===== config.mk =====
export PLATFORM = sky130hd
export DESIGN_NAME = fjl_decode
export DESIGN_NICKNAME = d
export VERILOG_FILES = /design/src/hw/fjl_decode.v
export VERILOG_INCLUDE_DIRS = /design/src /design/src/hw
export SDC_FILE = /design/constraint.sdc
export NUM_CORES = 1
export LEC_CHECK = 0
export BUFFER_PORTS_ARGS = -buffer_cell sky130_fd_sc_hd__buf_4
export CORE_MARGIN = 2
export CORE_UTILIZATION = 25
export CTS_BUF_LIST = sky130_fd_sc_hd__clkbuf_4 sky130_fd_sc_hd__clkbuf_8 sky130_fd_sc_hd__clkbuf_16
export CTS_CLUSTER_SIZE = 16
export DETAILED_ROUTE_END_ITERATION = 12
export PLACE_DENSITY_LB_ADDON = 0.12
export SLEW_MARGIN = 40
export SYNTH_ARGS = -nofsm -noshare
export SYNTH_HDL_FRONTEND = slang
export SYNTH_SLANG_ARGS = --single-unit

===== constraint.sdc =====
create_clock -name sys_clk -period 7.2 [get_ports sys_clk]
set_input_delay 0 -clock sys_clk [delete_from_list [all_inputs] [get_ports sys_clk]]
set_output_delay 0 -clock sys_clk [all_outputs]
set_load 0.02 [all_outputs]

===== src/hw/fjl_decode_defs.vh =====
// constants for the fp / jump / load decode and check stage
// assumes a 32-bit instruction word with op in [31:30], op3 in [24:19], opf in [13:5]
`ifndef FJL_DECODE_DEFS_VH
`define FJL_DECODE_DEFS_VH

// instruction fields
`define FJL_OP_HI        31
`define FJL_OP_LO        30
`define FJL_RD_HI        29
`define FJL_RD_LO        25
`define FJL_OP2_HI       24
`define FJL_OP2_LO       22
`define FJL_OP3_HI       24
`define FJL_OP3_LO       19
`define FJL_RS1_HI       18
`define FJL_RS1_LO       14
`define FJL_I_BIT        13
`define FJL_OPF_HI       13
`define FJL_OPF_LO       5
`define FJL_ASI_HI       12
`define FJL_ASI_LO       5
`define FJL_SIMM_HI      12
`define FJL_SIMM_LO      0

// major opcodes
`define FJL_OP_BRANCH    2'h0
`define FJL_OP_ARITH     2'h2
`define FJL_OP_MEM       2'h3
`define FJL_OP2_FORCED   3'h0

// op3 values
`define FJL_OP3_FPOP1    6'h34
`define FJL_OP3_IMPL1    6'h36
`define FJL_OP3_WINCTL   6'h31
`define FJL_OP3_JUMP     6'h38
`define FJL_OP3_LD_UW    6'h00
`define FJL_OP3_LD_UB    6'h01
`define FJL_OP3_LD_UH    6'h02
`define FJL_OP3_LD_SW    6'h08
`define FJL_OP3_LD_SB    6'h09
`define FJL_OP3_LD_SH    6'h0a
`define FJL_OP3_LD_X     6'h0b

// opf value of the integer-to-quad conversion
`define FJL_OPF_XTOQ     9'h08c
// window-control function selecting mark-windows-invalid
`define FJL_FCN_MARKINV  5'h05

// fp trap type codes
`define FJL_FTT_NONE     3'h0
`define FJL_FTT_UNFIN    3'h2
`define FJL_FTT_UNIMP    3'h3

// execution-unit operation select
`define FJL_FU_NONE      3'h0
`define FJL_FU_SUB_S     3'h1
`define FJL_FU_SUB_D     3'h2
`define FJL_FU_XTO_S     3'h3
`define FJL_FU_XTO_D     3'h4

// load sizes
`define FJL_SZ_BYTE      2'h0
`define FJL_SZ_HALF      2'h1
`define FJL_SZ_WORD      2'h2
`define FJL_SZ_DWORD     2'h3

`define FJL_ADDR_W       64
`define FJL_AM_HI        63
`define FJL_AM_LO        32
`define FJL_UPPER_ZERO   32'h0000_0000
`define FJL_ZERO64       64'h0000_0000_0000_0000
`define FJL_RM_RESET     2'h0
`endif


===== src/hw/fjl_decode.v =====
// decode and exception checks for fp subtract, int64 conversion, forced trap,
// implementation space, window invalidate, jump-and-link and integer loads.
// assumes operand values, pc and loaded memory data arrive on the core clock.
//
// Behaviour
// [RULE_01] subtract is rs1 minus rs2 into rd, rounded by the fp round mode
// [RULE_02] quad subtract is not executed and raises illegal instruction
// [RULE_03] fpu absent or either enable bit low gives fp disabled
// [RULE_04] enabled quad subtract reports fp other with unimplemented trap type
// [RULE_05] single and double subtract may report fp other as unfinished
// [RULE_06] int64 conversion reads signed 64-bit source, rounds by round mode
// [RULE_07] op3 11 0100 with opf 0 1000 1100 is the int-to-quad conversion
// [RULE_08] int64 conversion with nonzero bits 18 to 14 is illegal
// [RULE_09] int-to-quad is illegal, unimplemented fp other when fpu enabled
// [RULE_10] only int-to-single and int-to-double may signal inexact; the code also allows it for single and double subtract
// [RULE_11] forced trap opcode always illegal, constant field ignored
// [RULE_12] forced trap with nonzero bits 29 to 25 is illegal too
// [RULE_13] implementation space one leaves current and accrued fp exceptions
// [RULE_14] mark windows invalid opcode raises illegal for software emulation
// [RULE_15] jump target is rs1 plus rs2 or sign-extended immediate, delayed
// [RULE_16] jump-and-link writes its own pc into rd
// [RULE_17] jump with i zero and nonzero bits 12 to 5 is illegal
// [RULE_18] jump target with either low bit set is misaligned
// [RULE_19] address mask clears target upper 32 bits, memory and rd
// [RULE_20] loads right-justify, sign or zero extend; extended load fills all
// [RULE_21] loads misaligned per half, word and doubleword size; bytes never
// [RULE_22] load with i zero and nonzero bits 12 to 5 is illegal
// [RULE_23] quad opcodes report illegal ahead of fp disabled or fp other
`timescale 1ns/100ps
`include "fjl_decode_defs.vh"

module fjl_decode #(
    parameter [8:0] OPF_SUB_S  = 9'h045,
    parameter [8:0] OPF_SUB_D  = 9'h046,
    parameter [8:0] OPF_SUB_Q  = 9'h047,
    parameter [8:0] OPF_XTO_S  = 9'h084,
    parameter [8:0] OPF_XTO_D  = 9'h088
) (
    input  wire        sys_clk,
    input  wire        rst,
    input  wire        issue_valid,
    input  wire [31:0] insn,
    input  wire [63:0] pc,
    input  wire [63:0] rs1_value,
    input  wire [63:0] rs2_value,
    input  wire        fpu_present,
    input  wire        fp_state_enable_bit,
    input  wire        proc_state_fp_enable,
    input  wire        proc_state_addr_mask,
    input  wire [1:0]  fp_round_mode_field,
    input  wire        fp_unfinished,
    input  wire        mem_rvalid,
    input  wire [63:0] mem_rdata,
    output reg         done_valid,
    output reg         trap_illegal,
    output reg         trap_fp_disabled,
    output reg         trap_fp_other,
    output reg  [2:0]  fp_trap_type_field,
    output reg         trap_misaligned,
    output reg  [2:0]  fu_op,
    output reg  [1:0]  fu_round_mode,
    output reg         fu_inexact_allowed,
    output reg         fp_exc_hold,
    output reg         jump_taken,
    output reg  [63:0] jump_target,
    output reg         rd_write,
    output reg  [63:0] rd_value,
    output reg         load_req,
    output reg  [63:0] load_addr,
    output reg  [1:0]  load_size,
    output reg         load_signed,
    output reg         load_done,
    output reg  [63:0] load_result
);

////////////////////////////////////////////////////////////////////////////////
// field extraction

wire [1:0]  f_op   = insn[`FJL_OP_HI:`FJL_OP_LO];
wire [4:0]  f_rd   = insn[`FJL_RD_HI:`FJL_RD_LO];
wire [2:0]  f_op2  = insn[`FJL_OP2_HI:`FJL_OP2_LO];
wire [5:0]  f_op3  = insn[`FJL_OP3_HI:`FJL_OP3_LO];
wire [4:0]  f_rs1  = insn[`FJL_RS1_HI:`FJL_RS1_LO];
wire        f_i    = insn[`FJL_I_BIT];
wire [8:0]  f_opf  = insn[`FJL_OPF_HI:`FJL_OPF_LO];
wire [7:0]  f_asi  = insn[`FJL_ASI_HI:`FJL_ASI_LO];
wire [12:0] signed_immediate_field = insn[`FJL_SIMM_HI:`FJL_SIMM_LO];

wire fp_on = fpu_present & fp_state_enable_bit & proc_state_fp_enable; // RULE_03

wire is_fpop1 = issue_valid & (f_op == `FJL_OP_ARITH) & (f_op3 == `FJL_OP3_FPOP1);
wire fp_subtract_op      = is_fpop1 & ((f_opf == OPF_SUB_S) | (f_opf == OPF_SUB_D));
wire fp_subtract_quad_op = is_fpop1 & (f_opf == OPF_SUB_Q);
wire int64_to_quad_op    = is_fpop1 & (f_opf == `FJL_OPF_XTOQ); // RULE_07
wire int64_conv_op       = is_fpop1 & ((f_opf == OPF_XTO_S) | (f_opf == OPF_XTO_D));
wire conv_any            = int64_conv_op | int64_to_quad_op;
wire conv_bad_rs1        = conv_any & (f_rs1 != 5'h00); // RULE_08

// constant field deliberately not looked at
wire forced_illegal_trap_op = issue_valid & (f_op == `FJL_OP_BRANCH) & (f_op2 == `FJL_OP2_FORCED); // RULE_11
wire impl_dep_space_one = issue_valid & (f_op == `FJL_OP_ARITH) & (f_op3 == `FJL_OP3_IMPL1);
wire mark_windows_invalid_op = issue_valid & (f_op == `FJL_OP_ARITH) & (f_op3 == `FJL_OP3_WINCTL)
                             & (f_rd == `FJL_FCN_MARKINV);
wire jump_and_link_op   = issue_valid & (f_op == `FJL_OP_ARITH) & (f_op3 == `FJL_OP3_JUMP);
wire asi_nonzero        = (f_asi != 8'h00);

////////////////////////////////////////////////////////////////////////////////
// load opcode classification

reg       is_load;
reg [1:0] ld_sz;
reg       ld_sgn;

always @* begin
    is_load = issue_valid & (f_op == `FJL_OP_MEM);
    ld_sz   = `FJL_SZ_BYTE;
    ld_sgn  = 1'b0;
    case (f_op3)
        `FJL_OP3_LD_UB: ld_sz = `FJL_SZ_BYTE;
        `FJL_OP3_LD_UH: ld_sz = `FJL_SZ_HALF;
        `FJL_OP3_LD_UW: ld_sz = `FJL_SZ_WORD;
        `FJL_OP3_LD_SB: begin
            ld_sz  = `FJL_SZ_BYTE;
            ld_sgn = 1'b1;
        end
        `FJL_OP3_LD_SH: begin
            ld_sz  = `FJL_SZ_HALF;
            ld_sgn = 1'b1;
        end
        `FJL_OP3_LD_SW: begin
            ld_sz  = `FJL_SZ_WORD;
            ld_sgn = 1'b1;
        end
        `FJL_OP3_LD_X:  ld_sz = `FJL_SZ_DWORD;
        default:       is_load = 1'b0;
    endcase
end

////////////////////////////////////////////////////////////////////////////////
// address generation shared by jump and load

wire [63:0] simm_ext = {{51{signed_immediate_field[12]}}, signed_immediate_field};
wire [63:0] eff_raw  = rs1_value + (f_i ? simm_ext : rs2_value); // RULE_15
// address mask applies to the memory address, the jump target and the link pc alike
wire [63:0] eff_addr = proc_state_addr_mask ? {`FJL_UPPER_ZERO, eff_raw[31:0]} : eff_raw; // RULE_19
wire [63:0] link_pc  = proc_state_addr_mask ? {`FJL_UPPER_ZERO, pc[31:0]} : pc; // RULE_19

wire jmp_bad_bits = jump_and_link_op & ~f_i & asi_nonzero; // RULE_17
wire ld_bad_bits  = is_load & ~f_i & asi_nonzero; // RULE_22
wire jmp_misalign = jump_and_link_op & (eff_addr[1:0] != 2'h0); // RULE_18

reg ld_misalign;
always @* begin
    case (ld_sz)
        `FJL_SZ_HALF:  ld_misalign = eff_addr[0]; // RULE_21
        `FJL_SZ_WORD:  ld_misalign = (eff_addr[1:0] != 2'h0); // RULE_21
        `FJL_SZ_DWORD: ld_misalign = (eff_addr[2:0] != 3'h0); // RULE_21
        default:       ld_misalign = 1'b0;
    endcase
end

////////////////////////////////////////////////////////////////////////////////
// trap priority: illegal first so each instruction raises one trap

wire quad_op = fp_subtract_quad_op | int64_to_quad_op;

wire next_illegal = quad_op                        // RULE_02 RULE_09 RULE_23
                  | conv_bad_rs1
                  | forced_illegal_trap_op          // RULE_12
                  | mark_windows_invalid_op         // RULE_14
                  | jmp_bad_bits
                  | ld_bad_bits;

wire fp_family     = fp_subtract_op | int64_conv_op;
wire next_fp_dis   = ~next_illegal & fp_family & ~fp_on; // RULE_03
wire fp_live       = ~next_illegal & fp_family & fp_on;
wire sub_unfinish  = fp_live & fp_subtract_op & fp_unfinished; // RULE_05

// quad ops with the fpu enabled report the unimplemented type for software even though illegal traps
wire [2:0] next_ftt = (quad_op & fp_on) ? `FJL_FTT_UNIMP :       // RULE_04 RULE_09
                      sub_unfinish      ? `FJL_FTT_UNFIN : `FJL_FTT_NONE; // RULE_05

wire next_misalign = ~next_illegal & (jmp_misalign | (is_load & ld_misalign));

reg [2:0] next_fu_op;
always @* begin
    next_fu_op = `FJL_FU_NONE;
    if (fp_live & ~sub_unfinish) begin
        if (f_opf == OPF_SUB_S)
            next_fu_op = `FJL_FU_SUB_S; // RULE_01
        else if (f_opf == OPF_SUB_D)
            next_fu_op = `FJL_FU_SUB_D; // RULE_01
        else if (f_opf == OPF_XTO_S)
            next_fu_op = `FJL_FU_XTO_S; // RULE_06
        else if (f_opf == OPF_XTO_D)
            next_fu_op = `FJL_FU_XTO_D; // RULE_06
    end
end

////////////////////////////////////////////////////////////////////////////////
// load return alignment and extension; size held from the request

reg [63:0] next_load_result;
always @* begin
    case (load_size)
        `FJL_SZ_BYTE:  next_load_result = {{56{load_signed & mem_rdata[7]}}, mem_rdata[7:0]}; // RULE_20
        `FJL_SZ_HALF:  next_load_result = {{48{load_signed & mem_rdata[15]}}, mem_rdata[15:0]}; // RULE_20
        `FJL_SZ_WORD:  next_load_result = {{32{load_signed & mem_rdata[31]}}, mem_rdata[31:0]}; // RULE_20
        default:       next_load_result = mem_rdata; // RULE_20
    endcase
end

////////////////////////////////////////////////////////////////////////////////
// trap outputs, one cycle after issue

always @(posedge sys_clk or posedge rst) begin
    if (rst) begin
        done_valid         <= 1'b0;
        trap_illegal       <= 1'b0;
        trap_fp_disabled   <= 1'b0;
        trap_fp_other      <= 1'b0;
        fp_trap_type_field <= `FJL_FTT_NONE;
        trap_misaligned    <= 1'b0;
    end else begin
        done_valid         <= issue_valid;
        trap_illegal       <= next_illegal;
        trap_fp_disabled   <= next_fp_dis;
        // quad ops trap illegal instead, so only unfinished raises fp other
        trap_fp_other      <= sub_unfinish; // RULE_05 RULE_23
        fp_trap_type_field <= next_ftt;
        trap_misaligned    <= next_misalign;
    end
end

////////////////////////////////////////////////////////////////////////////////
// fp unit request

always @(posedge sys_clk or posedge rst) begin
    if (rst) begin
        fu_op              <= `FJL_FU_NONE;
        fu_round_mode      <= `FJL_RM_RESET;
        fu_inexact_allowed <= 1'b0;
        fp_exc_hold        <= 1'b0;
    end else begin
        fu_op              <= next_fu_op;
        fu_round_mode      <= fp_round_mode_field; // RULE_01 RULE_06
        // subtract may round inexactly too; quad conversion never reaches the unit
        fu_inexact_allowed <= (next_fu_op == `FJL_FU_XTO_S) | (next_fu_op == `FJL_FU_XTO_D) // RULE_10
                            | (next_fu_op == `FJL_FU_SUB_S) | (next_fu_op == `FJL_FU_SUB_D);
        fp_exc_hold        <= impl_dep_space_one; // RULE_13
    end
end

////////////////////////////////////////////////////////////////////////////////
// jump and link: target and link value

always @(posedge sys_clk or posedge rst) begin
    if (rst) begin
        jump_taken         <= 1'b0;
        jump_target        <= `FJL_ZERO64;
        rd_write           <= 1'b0;
        rd_value           <= `FJL_ZERO64;
    end else begin
        jump_taken         <= jump_and_link_op & ~next_illegal & ~jmp_misalign; // RULE_15
        jump_target        <= eff_addr; // RULE_19
        rd_write           <= jump_and_link_op & ~next_illegal & ~jmp_misalign; // RULE_16
        rd_value           <= link_pc; // RULE_16
    end
end

////////////////////////////////////////////////////////////////////////////////
// load request; address, size and sign hold until the next load

always @(posedge sys_clk or posedge rst) begin
    if (rst) begin
        load_req           <= 1'b0;
        load_addr          <= `FJL_ZERO64;
        load_size          <= `FJL_SZ_BYTE;
        load_signed        <= 1'b0;
    end else begin
        load_req           <= is_load & ~next_illegal & ~ld_misalign; // RULE_21
        if (is_load) begin
            load_addr   <= eff_addr;
            load_size   <= ld_sz;
            load_signed <= ld_sgn;
        end
    end
end

////////////////////////////////////////////////////////////////////////////////
// load return; result holds until the next return

always @(posedge sys_clk or posedge rst) begin
    if (rst) begin
        load_done          <= 1'b0;
        load_result        <= `FJL_ZERO64;
    end else begin
        load_done          <= mem_rvalid;
        if (mem_rvalid)
            load_result <= next_load_result; // RULE_20
    end
end

endmodule // fjl_decode


Yosys cells after proc, flatten, opt, wreduce, memory -nomap -nowiden

Cells that the tools add are included.

Add/subtract/negate cells: 1
Eq/ne operators: 28
Multiplexer cells: 15
Bitwise logic cells: 57
Reductions and logical operators: 12

Operators with widths:

| kind                                                            | count |
|---|---|
| 64-bit two-way mux                                              | 3 |
| 64-bit one-hot mux with 3 select lines                          | 1 |
| 64-bit adder                                                    | 1 |
| 1-bit bitwise AND                                               | 37 |
| 9-bit by 7-bit == test with 1-bit output, second input constant | 3 |
| 9-bit by 8-bit == test with 1-bit output, second input constant | 3 |
| 6-bit by 4-bit == test with 1-bit output, second input constant | 4 |
| 6-bit == test, second input constant                            | 4 |
| 3-bit two-way mux                                               | 5 |
| 1-bit bitwise OR                                                | 14 |
| 2-bit == test, second input constant                            | 5 |
| 8-bit nonzero test                                              | 1 |
| 7-bit OR reduction                                              | 1 |
| 3-bit by 2-bit == test with 1-bit output, second input constant | 2 |
| 6-bit by 1-bit == test with 1-bit output, second input constant | 1 |
| 6-bit by 2-bit == test with 1-bit output, second input constant | 1 |
| 6-bit zero test                                                 | 1 |
| 1-bit NOT                                                       | 6 |
| 2-bit one-hot mux with 3 select lines                           | 1 |
| 5-bit by 3-bit == test with 1-bit output, second input constant | 1 |
| 5-bit nonzero test                                              | 1 |
| 2-bit by 1-bit == test with 1-bit output, second input constant | 2 |
| 2-bit zero test                                                 | 2 |
| 2-bit two-way mux                                               | 2 |
| other kinds (9)                                                 | 11 |

Flip-flop bits (word level): 276
Bits of input ports: 299
Logic and storage cells: 132

Logic depth before layout (Yosys ltp)

Gate-level depths: netlist of the first run.

Depth in word-level cells: 23
Depth in mapped cells: 15
Mapped depth without buffers: 13

Least setup slack after synthesis of the first run

OpenSTA, ideal clock, no wires.

Kind: input-to-reg
From: input port insn[13]
To: register jump_target[58]
Setup time: 0.128 ns
Arrival time: 3.299 ns
Data required time: 7.072 ns
Path slack: 3.773 ns
Stages: 13
Path buffers: 2
Cell sequence: clkbuf_1 clkbuf_1 mux2i_1 fa_1 and2b_4 o2111ai_4 a2111oi_4 o2111ai_2 a2111oi_4 o21ai_0 nand4_1 a31oi_1 mux2_1

Word-level cells in the longest chain between the ends: 3

Ends and longest elaborated chain:

| item                   | RTL line         | text |
|---|---|---|
| start, declared        | fjl_decode.v:42  | `input wire [31:0] insn,` |
| 64-bit two-way mux     | fjl_decode.v:143 | `wire [63:0] eff_raw = rs1_value + (f_i ? simm_ext : rs2_value);` |
| 64-bit adder           | fjl_decode.v:143 |  |
| 64-bit two-way mux     | fjl_decode.v:145 | `` wire [63:0] eff_addr = proc_state_addr_mask ? {`FJL_UPPER_ZERO, eff_raw[31:0]} : eff_raw; `` |
| named net eff_addr[58] | fjl_decode.v:145 |  |
| end signal, assigned   | fjl_decode.v:260 | `` jump_target <= `FJL_ZERO64; `` |
| end signal, assigned   | fjl_decode.v:265 | `jump_target <= eff_addr;` |
| end, declared          | fjl_decode.v:65  | `output reg [63:0] jump_target,` |

The timed path passes the listed nets, and every way through them passes these cells.
A chain may end at the register's enable or synchronous reset.

Final worst setup path of the first run

From: input port insn[13]
To: register load_addr[62]

Word-level cells in the longest chain between the ends: 3

Ends and longest elaborated chain:

| item                 | RTL line         | text |
|---|---|---|
| 64-bit two-way mux   | fjl_decode.v:143 |  |
| 64-bit adder         | fjl_decode.v:143 |  |
| 64-bit two-way mux   | fjl_decode.v:145 |  |
| end signal, assigned | fjl_decode.v:277 | `` load_addr <= `FJL_ZERO64; `` |
| end signal, assigned | fjl_decode.v:283 | `load_addr <= eff_addr;` |
| end, declared        | fjl_decode.v:69  | `output reg [63:0] load_addr,` |

No other way between the ends.

==> results of run 1 <==
flip-flops by register name, summed over array words and instances, names as in the netlist, 2 cells and up:
signal,flops
load_addr,64
fu_op,3
jump_target,64
load_result,64
fu_round_mode,2
load_size,2
rd_value,64
fp_trap_type_field,2
cells in the final DEF (no fill, tap or decap), types with 37 or more instances in the layout:
master	synthesis	final
a21o_1	37	37
ha_1	63	63
nor2_1	151	150
mux2_2	49	49
o21ai_0	107	107
dfrtp_1	276	276
dlygate4sd3_1	0	250
nand2_1	136	135
a21oi_1	147	147
inv_1	81	80
nor2b_1	39	39
buf_4	4	581
clkbuf_16	0	37
power by group through the flow:
stage | clock network (mW) | registers (mW) | logic (mW)
2_1_floorplan | 0 | 2.16 | 0.632
3_5_place_dp | 0 | 1.90 | 1.64
5_1_grt | 1.96 | 1.89 | 1.91
3_3_place_gp | 0 | 1.89 | 1.64
6_report | 1.83 | 1.87 | 1.77
4_1_cts | 1.90 | 1.87 | 1.78
worst max-delay path: cells and delay by family:
kind                       cells  cell delay (ns)
AOI/OAI and AO/OA              8             2.17
adders and majority gates      1             0.35
and+or+nand+nor                2             0.64
buffers and inverters          2             0.96
muxes                          1             0.34
Yosys cell counts, types with 4 or more instances:
library cell  count
mux2_2           49
nor3_1           19
inv_1            81
o21ai_1          10
nand3_1          22
a211oi_1          7
a21oi_1         147
nor4b_1           5
nand3b_1          4
a211o_1           4
nor2b_1          39
o21bai_1         13
or2_2             6
o21ai_0         107
nand2_1         136
ha_1             63
xnor2_1          35
xor2_1           22
nand2b_1          6
clkbuf_1         76
dfrtp_1         276
buf_4             4
o31ai_1          22
nor2_1          151
o21a_1           12
a31oi_1          14
nor4_1            9
o211ai_1          4
a21o_1           37
and3_1            7
nand4_1          22
per-stage QoR:
step                       util  total power [mW]  worst slack (ns)  cells  area, um^2
after detailed placement  0.342              3.54              2.52   2750       19300
after floorplan               -              2.79              3.55   1497       14400
final                     0.407              5.47              3.08   3064       23100
after global routing      0.407              5.76              2.73   3064       23100
after global placement    0.341              3.54              2.16   2750       19300
after CTS                 0.407              5.55              3.09   3062       23000
how the worst max path moves through the flow:
stage	endpoint	slack [ns]
after floorplan	done_valid	3.55
after global placement	load_addr[62]	2.16
after detailed placement	load_addr[62]	2.52
after CTS	load_addr[62]	3.09
after global routing	load_addr[62]	2.73
final	load_addr[62]	3.08
cells by family (layout without fill, tap and decap cells):
logic type	after synthesis	in the layout	share of synthesized area
flip-flops	276	276	0.481
XOR/XNOR	57	57	0.0348
other	1	2	0.000261
AND/OR/NAND/NOR	453	453	0.149
buffers and inverters	170	980	0.0508
adder cells (fa/ha/maj)	64	64	0.0563
multiplexers	54	54	0.0421
AO/OA/AOI/OAI	422	422	0.186
layer usage:
layer | vias to the layer above | share of wire | wire length [um] | track usage
met5 | - | 0.00039 | 23 | 0
met4 | 4 | 0.027 | 1610 | 0.0572
met3 | 79 | 0.067 | 3940 | 0.0476
met2 | 443 | 0.50 | 29600 | 0.339
met1 | 6727 | 0.40 | 23600 | 0.231
li1 | 6776 | - | - | -
layout make-up:
class	instances	area, um^2	share of cell area
antenna	1	2.50	0.000109
clock buffer	49	1050	0.0457
clock inverter	13	135	0.00586
inverter	81	308	0.0133
multi-input combinational	1051	6750	0.293
sequential	276	6910	0.300
tap	756	946	0.0410
timing repair buffer	837	6960	0.302
==> results.tsv, run 1 <==
metric	value	unit
Final min period	4.12	ns
Post-CTS Setup Inserts	0	
Via density	4.58	
Lkg Pwr	11.2	nW
grt total ovfl	0	
Vert. Die Dim	244	um
row count	87	
PostCTS Resize Cnt	0	
synthesized area per cell	9.59	um^2
max-slew violations	0	
worst path arrival time	4.54	ns
Int Power	3.65	mW
sequential group share of total power	0.342	
Hold Crit Class	input pin to flop	
status	complete, no violations	
Worst R2R Setup Slack	4.67	ns
switching pwr	1.82	mW
Max Clock Skew	0.00948	ns
via count	14000	
CP dominant cell by count	buf_4	
Reg2Reg Capture Point	load_result[36]	
maximum VDD drop	0.000154	V
hold slack	0.0223	ns
post-DP HPWL	43.7	mm
largest net degree at the start of global routing	143	
Worst-Skew Late Latency	0.54	ns
vias in the first global route	14800	
layout cell share with drive strength beyond 1	0.325	
Root Driver	clkbuf_16	
slowest CP cell	a221oi_2	
Final period util	0.572	
io pins	577	
post-synthesis sequential area ratio	0.481	
Critical path origin	insn[13]	
Remaining DRCs	0	
CP Cell Sequence	buf_4 -> nand2_2 -> buf_4 -> o21ai_0 -> ha_1 -> a21oi_1 -> o21a_1 -> o221ai_2 -> a211oi_1 -> nand3_1 -> a221oi_2 -> o21ai_1 -> mux2_1 -> a211o_1	
Final GP Congestion	0.855	
worst hold path startpoint	rs1_value[6]	
Netlist cell types	86	
Core ar.	56600	um^2
Power Dens Cells	237	nW/um^2
crit-path max FO	70	
CP required	7.62	ns
max incr delay on CP	0.64	ns
Layout area overhead	60.6	%
CTS tree	yes	
clk sinks	276	
DRT antenna net count	0	
Worst Tran Pin Value	0.775	ns
first-pass GRT wire length	88.7	mm
htree depth	2	
DR WL/cell	19.2	um
# setup viols final	0	
top cells by area, synth	dfrtp_1 48%, ha_1 5.5%, a21oi_1 5.1%	
hold_buf cts	250	
Iteration-0 DRC Markers	663	
area leader, netlist	dfrtp_1	
Synth Register Bits	276	
clock share of power	0.335	
CP startpoint kind	input pin	
fmax	243	MHz
buffers added on ports	575	
antenna violations before repair	3	
# Max-Cap Violations	0	
RSZ-0062 raised after global routing	false	
Cell Area, Synth	14400	um^2
Clock Path Buffers	3	
Worst Hold End	jump_target[7]	
Post-synth ARST share	1.00	
GRT Total Usage	0.192	
Hold Crit Depth	4	
Syn Inst Count	1497	
R2R Path Start	load_size[0]	
CTS buffer count	36	
switching portion of total power	0.332	
syn nets	1860	
Fillers	5716	
fin nets	2646	
Worst slew margin	0.478	
Die Area	59400	um^2
Die W	244	um
Setup crit end kind	flop	
Final Hold Viols	0	
DRT Pass-1 Iters	6	
Top FF cell, synth	dfrtp_1	
share of the synthesized area in the top cell type	0.481	
Initial Util	0.254	
worst r2r path cells	7	
final wirelength	58.7	mm
Sum Neg Setup Slack	0	ns
register clock-pin slew on the reported worst setup and hold paths	0.06	ns
Post-synth EDFFs	0	
WS Path Type	input pin to flop	
synth warn	0	
Comb power frac	0.323	
(Power assumes the default switching activity.)
==> run 2, diff against run 1 <==
==> constraint.sdc (replaced) <==
create_clock -name sys_clk -period 3.6 [get_ports sys_clk]
set_input_delay 0 -clock sys_clk [delete_from_list [all_inputs] [get_ports sys_clk]]
set_output_delay 0 -clock sys_clk [all_outputs]
set_load 0.02 [all_outputs]
==> results.tsv, run 2 (same netlist as run 1, synthesis figures left out) <==
metric	value	unit	change
status	complete, no violations		
Reg2Reg Capture Point	load_result[56]		
grt total ovfl	0		unchanged
Fillers	5738		+0.38%
vias in the first global route	14900		+1.1%
Hold Crit Depth	4		unchanged
most frequent cells in the layout	669 x buf_4, 276 x dfrtp_1, 187 x dlygate4sd3_1, 150 x nor2_1, 147 x a21oi_1		
CTS tree	yes		
max incr delay on CP	0.59	ns	-0.05 ns
via count	14100		+0.78%
RSZ-0062 raised after global routing	false		
CP Cell Sequence	dlygate4sd3_1 -> buf_4 -> ha_1 -> inv_1 -> fa_1 -> and2b_4 -> o2111ai_4 -> a2111oi_4 -> o2111ai_2 -> a2111oi_4 -> buf_4 -> o21bai_1 -> a21boi_1 -> nor4_1 -> buf_4 -> o31ai_2		
placed cell count	2838		+3.2%
hold_buf cts	187		-25%
GR Util met3	0.0451		-0.00253
# Max-Cap Violations	0		unchanged
DRT Pass-1 Iters	6		unchanged
worst r2r path cells	6		-1
register clock-pin slew on the reported worst setup and hold paths	0.05	ns	about the same
CP dominant cell by count	buf_4		
Clock Path Buffers	3		unchanged
M1 GR Usage	0.230		-0.000618
Worst slew margin	0.487		+0.00871
max-slew violations	0		unchanged
DRT antenna net count	0		unchanged
final wirelength	58.8	mm	+0.16%
Core ar.	56600	um^2	unchanged
Setup crit end kind	flop		
Remaining DRCs	0		unchanged
GR Layer Usage met2	0.345		+0.00602
crit-path max FO	4		-94%
maximum VDD drop	0.000381	V	+150%
Final Hold Viols	0		unchanged
Hold Crit Class	input pin to flop		
first-pass GRT wire length	88.9	mm	+0.20%
Vert. Die Dim	244	um	unchanged
Final min period	3.22	ns	
slowest CP cell	dlygate4sd3_1		
Util after Layout	0.409		+0.00168
GRT Total Usage	0.193		+0.000325
clk sinks	276		unchanged
PostCTS Resize Cnt	0		unchanged
Finished Layout Cells	3090		+0.85%
row count	87		unchanged
Worst-Skew Late Latency	0.54	ns	about the same
Max Clock Skew	0.0120	ns	+0.00252 ns
most common cell after layout, fill and taps aside	buf_4		
antenna violations before repair	5		+2
DR WL/cell	19.0	um	-0.68%
Worst R2R Setup Slack	1.58	ns	-3.09 ns
Post-CTS Setup Inserts	0		unchanged
Final GP Congestion	0.873		+2.2%
Iteration-0 DRC Markers	675		+1.8%
Via density	4.58		about the same
Root Driver	clkbuf_16		
Lkg Pwr	11.3	nW	+1.3%
worst hold path startpoint	rs1_value[52]		
CP startpoint kind	input pin		
buffers added on ports	575		unchanged
R2R Path Start	load_size[1]		
Worst Tran Pin Value	0.770	ns	-0.00487 ns
post-DP HPWL	45.4	mm	+3.9%
layout cell share with drive strength beyond 1	0.358		+0.0337
largest net degree at the start of global routing	119		-17%
Final period util	0.896		
fin nets	2670		+0.91%
htree depth	2		unchanged
CTS buffer count	36		unchanged
# setup viols final	0		unchanged
WS Path Type	input pin to flop		
fmax	310	MHz	
Worst Hold End	jump_target[52]		
worst path arrival time	3.67	ns	-0.87 ns
Layout area overhead	61.2	%	
grt peak-use layer	met2		
io pins	577		unchanged
Power Dens Cells	479	nW/um^2	+100%
Initial Util	0.254		unchanged
Die Area	59400	um^2	unchanged
Die W	244	um	unchanged
CP required	4.04	ns	-3.58 ns
Sum Neg Setup Slack	0	ns	unchanged
-- run 2: how the worst max path moves through the flow --
stage                      start               to  slack [ns]
finish              rs1_value[0]    load_addr[60]        0.38
global route        rs1_value[0]  jump_target[60]        0.09
CTS                 rs1_value[0]    load_addr[60]        0.37
detailed placement      insn[13]    load_addr[63]        0.03
global placement        insn[13]    load_addr[60]        0.02
floorplan                    rst       done_valid       -0.05
-- run 2: final cells by class --
cell class | instances | area [um^2] | share of cell area
clock inverter | 11 | 141 | 0.00611
timing repair buffer | 861 | 6990 | 0.302
inverter | 81 | 308 | 0.0133
tap | 756 | 946 | 0.0409
antenna | 1 | 2.50 | 0.000108
clock buffer | 53 | 1110 | 0.0479
sequential | 276 | 6910 | 0.298
multi-input combinational | 1051 | 6750 | 0.291
-- run 2: metal layers --
metal	vias to the layer above	wire length (um)	part of all wire
met3	70	3350	0.057
met4	10	1300	0.022
met5	-	115	0.0020
li1	6830	-	-
met2	406	29800	0.51
met1	6823	24200	0.41
-- run 2: critical path, delay by kind of cell --
kind / cells / cell delay, ns
buffers and inverters: 5 / 1.12
adder cells (fa/ha/maj): 2 / 0.52
AND/OR/NAND/NOR: 2 / 0.36
AO/OA/AOI/OAI: 7 / 1.67
-- run 2: power breakdown --
part	internal (mW)	switching, mW
Combinational	1.59	1.97
Sequential	3.54	0.223
Clock	2.35	1.42
Total	7.48	3.61
-- run 2: through the flow --
step                setup slack (ns)  hold slack [ns]  power (mW)  instance area (um^2)
floorplan                    -0.0514           0.0314        5.58                 14400
global placement              0.0220           0.0734        7.23                 20000
detailed placement            0.0311           0.0760        7.24                 20000
CTS                            0.373          0.00558        11.3                 23100
global route                  0.0942           0.0471        11.7                 23200
finish                         0.375           0.0453        11.1                 23200
==> run 3, diff against run 2 <==
==> constraint.sdc (replaced) <==
create_clock -name sys_clk -period 4 [get_ports sys_clk]
set_input_delay 0 -clock sys_clk [delete_from_list [all_inputs] [get_ports sys_clk]]
set_output_delay 0 -clock sys_clk [all_outputs]
set_load 0.02 [all_outputs]
==> results.tsv, run 3 (same netlist as run 1, synthesis figures left out) <==
metric	value	unit	change
Worst Tran Pin Value	0.715	ns	-0.0551 ns
Reg2Reg Capture Point	load_result[44]		
row count	87		unchanged
R2R Path Start	load_size[0]		
Core ar.	56600	um^2	unchanged
slowest CP cell	dlygate4sd3_1		
Worst slew margin	0.518		+0.0317
WS Path Type	input pin to flop		
Clock Path Buffers	3		unchanged
crit path buf inv count	3		-2
via count	14200		+0.14%
# Max-Cap Violations	0		unchanged
hold_buf cts	225		+20%
first-pass GRT wire length	89.9	mm	+1.2%
layout cell share with drive strength beyond 1	0.334		-0.0244
Max Clock Skew	0.00767	ns	-0.00433 ns
Iteration-0 DRC Markers	676		+0.15%
critical path depth in cells	15		-1
Comb power frac	0.315		-0.006
Post-CTS Setup Inserts	0		unchanged
Root Driver	clkbuf_16		
register clock-pin slew on the reported worst setup and hold paths	0.06	ns	about the same
Sum Neg Setup Slack	0	ns	unchanged
Power Dens Cells	435	nW/um^2	-9.2%
Lkg Pwr	11.2	nW	-1.2%
DRT antenna net count	0		unchanged
htree depth	2		unchanged
Final Instance Area	23100	um^2	-0.32%
worst r2r path cells	7		+1
PostCTS Resize Cnt	0		unchanged
CP endpoint	jump_target[60]		
worst hold path startpoint	rs1_value[55]		
fin nets	2639		-1.2%
Vert. Die Dim	244	um	unchanged
Final min period	3.54	ns	
switching pwr	3.28	mW	-9.0%
Pwr Total	10.0	mW	-9.5%
CP startpoint kind	input pin		
CTS tree	yes		
Die W	244	um	unchanged
maximum VDD drop	0.000251	V	-34%
largest net degree at the start of global routing	144		+21%
CP Cell Sequence	dlygate4sd3_1 -> buf_4 -> mux2_2 -> ha_1 -> inv_1 -> fa_1 -> and2b_4 -> o2111ai_4 -> a2111oi_4 -> o2111ai_2 -> a2111oi_4 -> o21bai_1 -> a21boi_1 -> o31a_1 -> nor3_1		
switching portion of total power	0.327		+0.00169
vias in the first global route	14700		-1.6%
Initial Util	0.254		unchanged
max incr delay on CP	0.60	ns	about the same
clock share of power	0.346		+0.006
most frequent cells in the layout	599 x buf_4, 275 x dfrtp_1, 225 x dlygate4sd3_1, 150 x nor2_1, 147 x a21oi_1		
buffers added on ports	575		unchanged
status	complete, no violations		
DR WL/cell	19.4	um	+2.2%
RSZ-0062 raised after global routing	false		
most common cell after layout, fill and taps aside	buf_4		
worst path arrival time	3.92	ns	+0.25 ns
Remaining DRCs	0		unchanged
GRT Total Usage	0.195		+0.00251
CTS buffer count	36		unchanged
Worst-Skew Late Latency	0.54	ns	about the same
Hold Crit Class	input pin to flop		
Setup crit end kind	flop		
max-slew violations	0		unchanged
crit-path max FO	4		unchanged
post-DP HPWL	44.6	mm	-1.7%
placed instance area	19500	um^2	-2.8%
Die Area	59400	um^2	unchanged
grt total ovfl	0		unchanged
DRT Pass-1 Iters	5		-1
Util after Layout	0.408		-0.00131
clk sinks	276		unchanged
Via density	4.63		+1.1%
io pins	577		unchanged
antenna violations before repair	5		unchanged
Final Hold Viols	0		unchanged
sequential group share of total power	0.338		about the same
Final GP Congestion	0.882		+1.1%
Worst R2R Setup Slack	1.39	ns	-0.19 ns
final wirelength	59.5	mm	+1.2%
Critical path origin	insn[0]		
# setup viols final	0		unchanged
Int Power	6.75	mW	-9.7%
Layout area overhead	60.7	%	
CP dominant cell by count	a2111oi_4		
family with the most delay on the worst path	compound AO/OA/AOI/OAI gates		
fmax	283	MHz	
CP required	4.39	ns	+0.35 ns
Final period util	0.884		
-- run 3: cell type report --
| class | instances | area, um^2 |
|---|---|---|
| diodes | 2 | 5.00 |
| inverters | 81 | 308 |
| clock buffers | 51 | 1090 |
| multi-input cells | 1051 | 6750 |
| repair buffers | 830 | 6880 |
| well taps | 756 | 946 |
| fillers | 5747 | 33500 |
| clock inverters | 14 | 189 |
| flip-flops and latches | 276 | 6910 |
-- run 3: worst min-delay path by stage --
stage,end,slack (ns),cells past startpoint
CTS,jump_target[31],0.005,3
global route,jump_target[31],0.02,3
detailed placement,rd_value[8],0.11,1
finish,jump_target[55],0.04,5
global placement,rd_value[20],0.11,1
floorplan,done_valid,0.03,0
-- run 3: worst reg2reg max path: cells and delay by family (launching register included) --
| kind | cells | cell delay (ns) |
|---|---|---|
| compound gates | 1 | 0.13 |
| buf+inv | 3 | 1.16 |
| flops | 1 | 0.72 |
| mux | 1 | 0.29 |
| simple gates | 2 | 0.18 |
-- run 3: power groups by stage --
| stage | clock, mW | combinational, mW | sequential, mW |
|---|---|---|---|
| global route | 3.71 | 3.41 | 3.44 |
| finish | 3.48 | 3.17 | 3.39 |
| detailed placement | 0 | 2.97 | 3.44 |
| CTS | 3.60 | 3.19 | 3.40 |
| floorplan | 0 | 1.14 | 3.88 |
| global placement | 0 | 2.97 | 3.44 |
-- run 3: per-layer routing --
layer,vias to the layer above,part of all wire,global-route usage
met3,80,0.061,0.0442
met5,-,0.00071,0
met1,6862,0.41,0.235
met2,443,0.50,0.348
li1,6768,-,-
met4,6,0.026,0.0538
-- run 3: metrics by stage --
| stage | std cells | hold WS (ns) | setup WS [ns] |
|---|---|---|---|
| 2_1_floorplan | 1497 | 0.0314 | 0.349 |
| 3_3_place_gp | 2766 | 0.110 | 0.254 |
| 3_5_place_dp | 2766 | 0.111 | 0.260 |
| 4_1_cts | 3056 | 0.00486 | 0.519 |
| 5_1_grt | 3060 | 0.0157 | 0.312 |
| 6_report | 3061 | 0.0353 | 0.463 |
